## config.mk

```make
export PLATFORM = sky130hd
export DESIGN_NAME = dtc_timer_pair
export DESIGN_NICKNAME = d
export VERILOG_FILES = /design/src/hw/dtc_timer_pair.v
export VERILOG_INCLUDE_DIRS = /design/src /design/src/hw
export SDC_FILE = /design/constraint.sdc
export NUM_CORES = 1
export LEC_CHECK = 0
export ABC_AREA = 1
export BUFFER_PORTS_ARGS = -buffer_cell sky130_fd_sc_hd__buf_2
export CAP_MARGIN = 0
export CORE_ASPECT_RATIO = 0.5
export CORE_MARGIN = 4
export CORE_UTILIZATION = 35
export CTS_CLUSTER_DIAMETER = 50
export DETAILED_ROUTE_END_ITERATION = 8
export GPL_TIMING_DRIVEN = 0
export PLACE_DENSITY = 0.64
export SLEW_MARGIN = 20
export SYNTH_ARGS = -nofsm -noshare
export SYNTH_HDL_FRONTEND = slang
export SYNTH_SLANG_ARGS = --single-unit
```

## constraint.sdc

```tcl
create_clock -name clk_i -period 1.9 [get_ports clk_i]
set_input_delay 0.38 -clock clk_i [delete_from_list [all_inputs] [get_ports clk_i]]
set_output_delay 0.38 -clock clk_i [all_outputs]
set_load 0.03 [all_outputs]
```

## src/hw/dtc_map.vh

```
// Register map, field positions and reset values for the dual timer block
`ifndef DTC_MAP_VH
`define DTC_MAP_VH

// ****************************************
// Register addresses
// ****************************************
`define DTC_ADDR_CTRL 8'h88
`define DTC_ADDR_MODE 8'h89
`define DTC_ADDR_T0L 8'h8A
`define DTC_ADDR_T1L 8'h8B
`define DTC_ADDR_T0H 8'h8C
`define DTC_ADDR_T1H 8'h8D

// ****************************************
// Reset values
// ****************************************
`define DTC_RST_BYTE 8'h00

// ****************************************
// Control register bits
// ****************************************
`define DTC_C_TF1 7
`define DTC_C_TR1 6
`define DTC_C_TF0 5
`define DTC_C_TR0 4
`define DTC_C_IE1 3
`define DTC_C_IT1 2
`define DTC_C_IE0 1
`define DTC_C_IT0 0

// ****************************************
// Mode register bits
// ****************************************
`define DTC_M_GATE1 7
`define DTC_M_CT1 6
`define DTC_M_MODE1_HI 5
`define DTC_M_MODE1_LO 4
`define DTC_M_GATE0 3
`define DTC_M_CT0 2
`define DTC_M_MODE0_HI 1
`define DTC_M_MODE0_LO 0

// ****************************************
// Mode field codes
// ****************************************
`define DTC_MODE_13BIT 2'b00
`define DTC_MODE_16BIT 2'b01
`define DTC_MODE_RELOAD 2'b10
`define DTC_MODE_SPLIT 2'b11

// ****************************************
// Prescaler top and masks
// ****************************************
`define DTC_PRE_TOP 8'h1F
`define DTC_PRE_MASK 8'h1F
`define DTC_BYTE_TOP 8'hFF
`define DTC_BYTE_ONE 8'h01

`endif

```

## src/hw/dtc_timer_pair.v

```verilog
// Dual 8-bit-pair timer/counter with external interrupt flag capture
`timescale 1ns/10ps
`include "dtc_map.vh"

module dtc_timer_pair
(
  input wire clk_i,
  input wire reset_n_i,
  input wire clk_en_i,
  input wire [7:0] sfr_addr_i,
  input wire [7:0] sfr_wdata_i,
  input wire sfr_wr_i,
  input wire sfr_bit_wr_i,
  input wire [2:0] sfr_bit_sel_i,
  input wire sfr_bit_val_i,
  output reg [7:0] sfr_rdata_o,
  output wire sfr_hit_o,
  input wire first_count_input_pin_i,
  input wire second_count_input_pin_i,
  input wire ext_irq_zero_pin_i,
  input wire ext_irq_one_pin_i,
  input wire first_timer_vector_i,
  input wire second_timer_vector_i,
  input wire ext_irq_zero_vector_i,
  input wire ext_irq_one_vector_i,
  output wire first_timer_overflow_flag_o,
  output wire second_timer_overflow_flag_o,
  output wire ext_irq_zero_flag_o,
  output wire ext_irq_one_flag_o,
  output wire [7:0] timer_mode_select_o
);

  // ****************************************
  // Increment helper with carry out
  // ****************************************
  // Returns {carry, byte+1}
  function [8:0] inc8;
    input [7:0] val;
    begin
      inc8 = {1'b0, val} + 9'h001;
    end
  endfunction

  // ****************************************
  // State
  // ****************************************
  reg [7:0] ctrl_r; // Control and flags
  reg [7:0] mode_r; // Mode select
  reg [7:0] t0l_r; // First timer low byte
  reg [7:0] t0h_r; // First timer high byte
  reg [7:0] t1l_r; // Second timer low byte
  reg [7:0] t1h_r; // Second timer high byte
  reg cnt0_smp_r; // Previous count input sample, first
  reg cnt1_smp_r; // Previous count input sample, second
  reg irq0_smp_r; // Previous irq pin sample, zero
  reg irq1_smp_r; // Previous irq pin sample, one

  reg [7:0] ctrl_nxt;
  reg [7:0] t0l_nxt;
  reg [7:0] t0h_nxt;
  reg [7:0] t1l_nxt;
  reg [7:0] t1h_nxt;
  reg ovf0; // First timer overflow event
  reg ovf1; // Second timer overflow event
  reg [8:0] sum_l;
  reg [8:0] sum_h;

  // ****************************************
  // Address decode
  // ****************************************
  wire hit_ctrl = (sfr_addr_i == `DTC_ADDR_CTRL);
  wire hit_mode = (sfr_addr_i == `DTC_ADDR_MODE);
  wire hit_t0l = (sfr_addr_i == `DTC_ADDR_T0L);
  wire hit_t1l = (sfr_addr_i == `DTC_ADDR_T1L);
  wire hit_t0h = (sfr_addr_i == `DTC_ADDR_T0H);
  wire hit_t1h = (sfr_addr_i == `DTC_ADDR_T1H);
  assign sfr_hit_o = hit_ctrl | hit_mode | hit_t0l | hit_t1l | hit_t0h | hit_t1h;

  // Byte writes reach all six registers
  wire wr_byte = sfr_wr_i & clk_en_i;
  // bit writes reach only the control register
  wire wr_cbit = sfr_bit_wr_i & clk_en_i & hit_ctrl;

  // ****************************************
  // Field extraction
  // ****************************************
  wire [1:0] mode0 = {mode_r[`DTC_M_MODE0_HI], mode_r[`DTC_M_MODE0_LO]};
  wire [1:0] mode1 = {mode_r[`DTC_M_MODE1_HI], mode_r[`DTC_M_MODE1_LO]};
  wire tr0 = ctrl_r[`DTC_C_TR0];
  wire tr1 = ctrl_r[`DTC_C_TR1];
  wire split0 = (mode0 == `DTC_MODE_SPLIT);

  // ****************************************
  // Count pulse sources
  // ****************************************
  // high sample then low sample
  wire edge0 = cnt0_smp_r & ~first_count_input_pin_i;
  wire edge1 = cnt1_smp_r & ~second_count_input_pin_i;
  // gate needs run and pin high
  wire run0 = tr0 & (~mode_r[`DTC_M_GATE0] | ext_irq_zero_pin_i);
  wire run1 = tr1 & (~mode_r[`DTC_M_GATE1] | ext_irq_one_pin_i);
  wire tick0 = run0 & (mode_r[`DTC_M_CT0] ? edge0 : 1'b1);
  wire tick1 = run1 & (mode_r[`DTC_M_CT1] ? edge1 : 1'b1);
  // split high byte counts cycles under second run bit
  wire tick0h = split0 & tr1;
  // second timer stopped in its mode 11
  wire tick1_go = tick1 & (mode1 != `DTC_MODE_SPLIT);

  // ****************************************
  // Pin edge samplers
  // ****************************************
  // Previous samples for falling edge detection
  always @(posedge clk_i or negedge reset_n_i)
  begin
    if (!reset_n_i)
    begin
      cnt0_smp_r <= 1'b0;
      cnt1_smp_r <= 1'b0;
      irq0_smp_r <= 1'b0;
      irq1_smp_r <= 1'b0;
    end
    else if (clk_en_i)
    begin
      cnt0_smp_r <= first_count_input_pin_i;
      cnt1_smp_r <= second_count_input_pin_i;
      irq0_smp_r <= ext_irq_zero_pin_i;
      irq1_smp_r <= ext_irq_one_pin_i;
    end
  end

  // ****************************************
  // Count next-state
  // ****************************************
  always @*
  begin
    t0l_nxt = t0l_r;
    t0h_nxt = t0h_r;
    t1l_nxt = t1l_r;
    t1h_nxt = t1h_r;
    ovf0 = 1'b0;
    ovf1 = 1'b0;
    sum_l = 9'h000;
    sum_h = 9'h000;
    // Software byte writes first; counting overrides below
    if (wr_byte & hit_t0l)
      t0l_nxt = sfr_wdata_i;
    if (wr_byte & hit_t0h)
      t0h_nxt = sfr_wdata_i;
    if (wr_byte & hit_t1l)
      t1l_nxt = sfr_wdata_i;
    if (wr_byte & hit_t1h)
      t1h_nxt = sfr_wdata_i;
    // First timer
    if (tick0)
    begin
      case (mode0)
        `DTC_MODE_13BIT:
        begin
          t0l_nxt = (t0l_r & ~`DTC_PRE_MASK) | ((t0l_r + `DTC_BYTE_ONE) & `DTC_PRE_MASK);
          if ((t0l_r & `DTC_PRE_MASK) == `DTC_PRE_TOP)
          begin
            sum_h = inc8(t0h_r);
            t0h_nxt = sum_h[7:0];
            ovf0 = sum_h[8];
          end
        end
        `DTC_MODE_16BIT:
        begin
          sum_l = inc8(t0l_r);
          t0l_nxt = sum_l[7:0];
          if (sum_l[8])
          begin
            sum_h = inc8(t0h_r);
            t0h_nxt = sum_h[7:0];
            ovf0 = sum_h[8];
          end
        end
        `DTC_MODE_RELOAD:
        begin
          sum_l = inc8(t0l_r);
          t0l_nxt = sum_l[8] ? t0h_r : sum_l[7:0];
          ovf0 = sum_l[8];
        end
        // split: low byte is own 8-bit counter
        `DTC_MODE_SPLIT:
        begin
          sum_l = inc8(t0l_r);
          t0l_nxt = sum_l[7:0];
          ovf0 = sum_l[8];
        end
        default:
        begin
          t0l_nxt = t0l_r;
        end
      endcase
    end
    // split high byte, overflow goes to second flag; a second-timer count below that assigns ovf1 in the same cycle overrides it
    if (tick0h)
    begin
      t0h_nxt = t0h_r + `DTC_BYTE_ONE;
      ovf1 = (t0h_r == `DTC_BYTE_TOP);
    end
    // Second timer
    if (tick1_go)
    begin
      case (mode1)
        `DTC_MODE_13BIT:
        begin
          t1l_nxt = (t1l_r & ~`DTC_PRE_MASK) | ((t1l_r + `DTC_BYTE_ONE) & `DTC_PRE_MASK);
          if ((t1l_r & `DTC_PRE_MASK) == `DTC_PRE_TOP)
          begin
            t1h_nxt = t1h_r + `DTC_BYTE_ONE;
            ovf1 = ~split0 & (t1h_r == `DTC_BYTE_TOP);
          end
        end
        `DTC_MODE_16BIT:
        begin
          t1l_nxt = t1l_r + `DTC_BYTE_ONE;
          if (t1l_r == `DTC_BYTE_TOP)
          begin
            t1h_nxt = t1h_r + `DTC_BYTE_ONE;
            ovf1 = ~split0 & (t1h_r == `DTC_BYTE_TOP);
          end
        end
        `DTC_MODE_RELOAD:
        begin
          t1l_nxt = (t1l_r == `DTC_BYTE_TOP) ? t1h_r : t1l_r + `DTC_BYTE_ONE;
          ovf1 = ~split0 & (t1l_r == `DTC_BYTE_TOP);
        end
        default:
        begin
          t1l_nxt = t1l_r;
        end
      endcase
    end
  end

  // ****************************************
  // Control register next-state
  // ****************************************
  always @*
  begin
    ctrl_nxt = ctrl_r;
    // software writes run, type and flag bits
    if (wr_byte & hit_ctrl)
      ctrl_nxt = sfr_wdata_i;
    else if (wr_cbit)
      ctrl_nxt[sfr_bit_sel_i] = sfr_bit_val_i;
    if (first_timer_vector_i)
      ctrl_nxt[`DTC_C_TF0] = 1'b0;
    if (second_timer_vector_i)
      ctrl_nxt[`DTC_C_TF1] = 1'b0;
    if (ext_irq_zero_vector_i & ctrl_r[`DTC_C_IT0])
      ctrl_nxt[`DTC_C_IE0] = 1'b0;
    if (ext_irq_one_vector_i & ctrl_r[`DTC_C_IT1])
      ctrl_nxt[`DTC_C_IE1] = 1'b0;
    if (ovf0)
      ctrl_nxt[`DTC_C_TF0] = 1'b1;
    if (ovf1)
      ctrl_nxt[`DTC_C_TF1] = 1'b1;
    // edge or level sets external flags
    if (ctrl_r[`DTC_C_IT0])
    begin
      if (irq0_smp_r & ~ext_irq_zero_pin_i)
        ctrl_nxt[`DTC_C_IE0] = 1'b1;
    end
    else
    begin
      ctrl_nxt[`DTC_C_IE0] = ~ext_irq_zero_pin_i;
    end
    if (ctrl_r[`DTC_C_IT1])
    begin
      if (irq1_smp_r & ~ext_irq_one_pin_i)
        ctrl_nxt[`DTC_C_IE1] = 1'b1;
    end
    else
    begin
      ctrl_nxt[`DTC_C_IE1] = ~ext_irq_one_pin_i;
    end
  end

  // ****************************************
  // Register update
  // ****************************************
  // all registers reset to zero
  always @(posedge clk_i or negedge reset_n_i)
  begin
    if (!reset_n_i)
    begin
      ctrl_r <= `DTC_RST_BYTE;
      mode_r <= `DTC_RST_BYTE;
      t0l_r <= `DTC_RST_BYTE;
      t0h_r <= `DTC_RST_BYTE;
      t1l_r <= `DTC_RST_BYTE;
      t1h_r <= `DTC_RST_BYTE;
    end
    else if (clk_en_i)
    begin
      ctrl_r <= ctrl_nxt;
      if (wr_byte & hit_mode)
        mode_r <= sfr_wdata_i;
      t0l_r <= t0l_nxt;
      t0h_r <= t0h_nxt;
      t1l_r <= t1l_nxt;
      t1h_r <= t1h_nxt;
    end
  end

  // ****************************************
  // Read mux
  // ****************************************
  // Registered read data for the addressed byte
  always @(posedge clk_i or negedge reset_n_i)
  begin
    if (!reset_n_i)
      sfr_rdata_o <= `DTC_RST_BYTE;
    else if (clk_en_i)
    begin
      case (sfr_addr_i)
        `DTC_ADDR_CTRL: sfr_rdata_o <= ctrl_r;
        `DTC_ADDR_MODE: sfr_rdata_o <= mode_r;
        `DTC_ADDR_T0L: sfr_rdata_o <= t0l_r;
        `DTC_ADDR_T1L: sfr_rdata_o <= t1l_r;
        `DTC_ADDR_T0H: sfr_rdata_o <= t0h_r;
        `DTC_ADDR_T1H: sfr_rdata_o <= t1h_r;
        default: sfr_rdata_o <= `DTC_RST_BYTE;
      endcase
    end
  end

  // Flag outputs straight from the control register
  assign first_timer_overflow_flag_o = ctrl_r[`DTC_C_TF0];
  assign second_timer_overflow_flag_o = ctrl_r[`DTC_C_TF1];
  assign ext_irq_zero_flag_o = ctrl_r[`DTC_C_IE0];
  assign ext_irq_one_flag_o = ctrl_r[`DTC_C_IE1];
  assign timer_mode_select_o = mode_r;

endmodule // dtc_timer_pair

```

==> metrics.yaml <==
p_per_area_nw_per_um2: 736
dr.pass1.iters: 5
skew_ns: 0.00806
synth_top_area_share_pct: 31.0
clockBufferDepth: 2
synth.avg_cell_area_sq_um: 6.36
gp_congestion: 0.936
grt_max_degree: 47
power_mw: 4.34
hold_viol: 0
synthCells: 760
design_area_sq_um: 5900
h-tree-depth: 3
die_y_um: 91.1
cts-root-buf: "clkbuf_16"
outcome: "complete, no violations"
synth_warnings: 0
synth.distinct_cells: 37
n_fill_cell: 1419
critPathKind: "in -> out"
worstPathRequired_ns: 1.52
cp-end-kind: "output pin"
arrival_ns: 1.43
via_count: 5336
synth_area_sq_um: 4840
synth_area_leader_cell: "dfrtp_1"
grt_setup_unrepaired: "yes"
wl_mm: 16.1
ios: 54
grt_use_total_pct: 20.3
fmax_mhz: 552
clk-insertion-delay-late_ns: 0.34
fin_nets: 878
synth-seq-cells: 60
multi_input_area_sq_um: 2940
path_clk_slew_ns: 0.05
synth-edff-count: 0
grt_pass1_wl_mm: 25.8
setup_violations: 0
async_reset_ff_share_pct: 100
post-dp-hpwl_mm: 12.2
antenna_found_initial: 0
fp.coreArea_sq_um: 13600
synth_area_leaders: "dfrtp_1 31%, nand2_1 17%, inv_1 8.0%"
die_w_um: 174
synthesis.nets: 803
worstPathMaxFanout: 9
drv_slew: 0
antenna_cells: 0
synth_seq_area_share_pct: 31.0
drc_errors: 0
seq_area_sq_um: 1510
viasPerCell: 5.18
worst_pin_slew_ns: 0.652
cts_tree: "yes"
cts-buffers-inserted: 9
portBuffers: 53
maxCapViolations: 0
period_needed_ns: 1.81
grt.overflow.total: 0
clkSinkCount: 60
antenna_left: 0
start_util_pct: 35.7
syn_to_final_growth_pct: 22.0
p_leak_nw: 3.01
drive_gt1_share_pct: 18.5
die_area_sq_um: 15900
placed_area_sq_um: 5370
ir_worst_vdd_mv: 0.290
final_util_pct: 43.5
post-route-period-util_pct: 95.3
hold_class: "in -> reg"
avgRoutedWirePerCell_um: 15.6
row_count: 30
max_slew_margin_pct: 56.5
drt-initial-drc-count: 533
grt_pass1_vias: 4898
synth_flop_cell: "dfrtp_1"
start_kind: "primary input"
[timing repair]
item / in CTS / in global routing
setup endpoints to repair: 17 / 27
setup buffers: 5 / 4
hold buffers: 1 / 0
gates resized for setup: 3 / 45
cloned: 0 / 1
endpoints found under the hold margin: 14 / 0
pin swaps: 2 / 13
[sequential cells by signal, indices dropped and copies added, names as in the netlist, 8 cells and up]
register	cells
t1h_r	8
t1l_r	8
timer_mode_select_o	8
t0h_r	8
sfr_rdata_o	8
t0l_r	8
ctrl_r	8
[routing by layer]
layer | global-route usage (%) | share of wire, %
met4 | 5.07 | 2.0
met5 | 0 | 0
met2 | 31.5 | 44
met1 | 27.7 | 44
met3 | 6.07 | 10
[critical path, cell delays in order]
cell	delay, ns
buf_2	0.09
inv_1	0.04
nand2_1	0.09
nor2_4	0.13
buf_4	0.16
nand2_2	0.17
nand3_1	0.16
clkbuf_4	0.20
[Yosys cell counts (10+ instances only)]
library cell  count
dfrtp_1          60
nor2_1           71
o21ai_1          15
a21oi_1          23
nand4_1          16
xor2_1           10
ha_1             10
nand3_1          67
inv_1           103
o22ai_1          17
inv_2            10
o21ai_0          57
nand2_1         225
[metrics by stage]
step	worst slack [ns]	cells	hold WS [ns]	TNS [ns]
2_1_floorplan	0.116	760	0.0844	0
3_3_place_gp	-0.0949	1005	0.462	-0.848
3_5_place_dp	-0.116	1006	0.271	-1.05
4_1_cts	0.0115	1027	0.259	0
5_1_grt	-0.0254	1031	0.281	-0.0518
6_report	0.0899	1031	0.264	0
[cells in the final DEF (no fill, tap or decap), types with 2 or more instances in the layout]
master and instances:
nor2_4 6, clkbuf_16 9, nor2_1 70, nand3b_1 2, nand2_1 221, nand3_1 60, nand2_2 11, dfrtp_1 57
clkbuf_8 4, a21boi_1 2, o211ai_1 7, inv_2 12, buf_6 5, inv_1 101, nand2_4 4, o21ai_0 55
nand4_1 16, ha_4 3, a21oi_2 3, o21ai_1 14, xnor2_1 2, a31oi_1 3, buf_2 55, o21ai_2 3
buf_4 12, xor2_1 10, o22ai_1 17, ha_1 5, dfrtp_2 3, nand3_2 12, nor3_1 8, ha_2 2
clkbuf_1 8, a21oi_1 23
[power breakdown]
part | total, mW | leakage, nW | switching [mW] | internal, mW
logic | 1.15 | 2.13 | 0.741 | 0.410
clock network | 1.60 | 0.145 | 0.586 | 1.02
registers | 1.59 | 0.738 | 0.170 | 1.42
[cell type report]
type | instances | share of cell area (%)
multi-input cells | 567 | 49.8
flip-flops and latches | 60 | 25.5
inverters | 114 | 7.34
repair buffers | 65 | 6.55
clock buffers | 14 | 4.81
well taps | 192 | 4.07
plain buffers | 18 | 1.87
clock inverters | 1 | 0.0848
[path summary, 6_finish.rpt]
kind,start,end,slack [ns],cells past startpoint
hold reg to reg,sfr_rdata_o[2]$_DFFE_PN0P_,sfr_rdata_o[2]$_DFFE_PN0P_,0.47,2
setup reg to reg,timer_mode_select_o[4]$_DFFE_PN0P_,t1l_r[1]$_DFFE_PN0P_,0.12,9
hold / removal,first_count_input_pin_i,cnt0_smp_r$_DFFE_PN0P_,0.26,3
max in group asynchronous,reset_n_i,t0h_r[1]$_DFFE_PN0P_,0.91,3
min in group asynchronous,reset_n_i,t1l_r[4]$_DFFE_PN0P_,0.45,2
setup / recovery,sfr_addr_i[5],sfr_hit_o,0.09,8
[kinds of logic (layout without fill, tap and decap cells)]
group / Yosys count / count (layout) / synth area share [%]
buf+inv: 133 / 212 / 10.9
fa+ha+maj: 10 / 10 / 2.59
flops: 60 / 60 / 31.0
compound gates: 129 / 129 / 15.1
xor+xnor: 12 / 12 / 2.17
simple gates: 416 / 416 / 38.2
(Power assumes the default switching activity.)
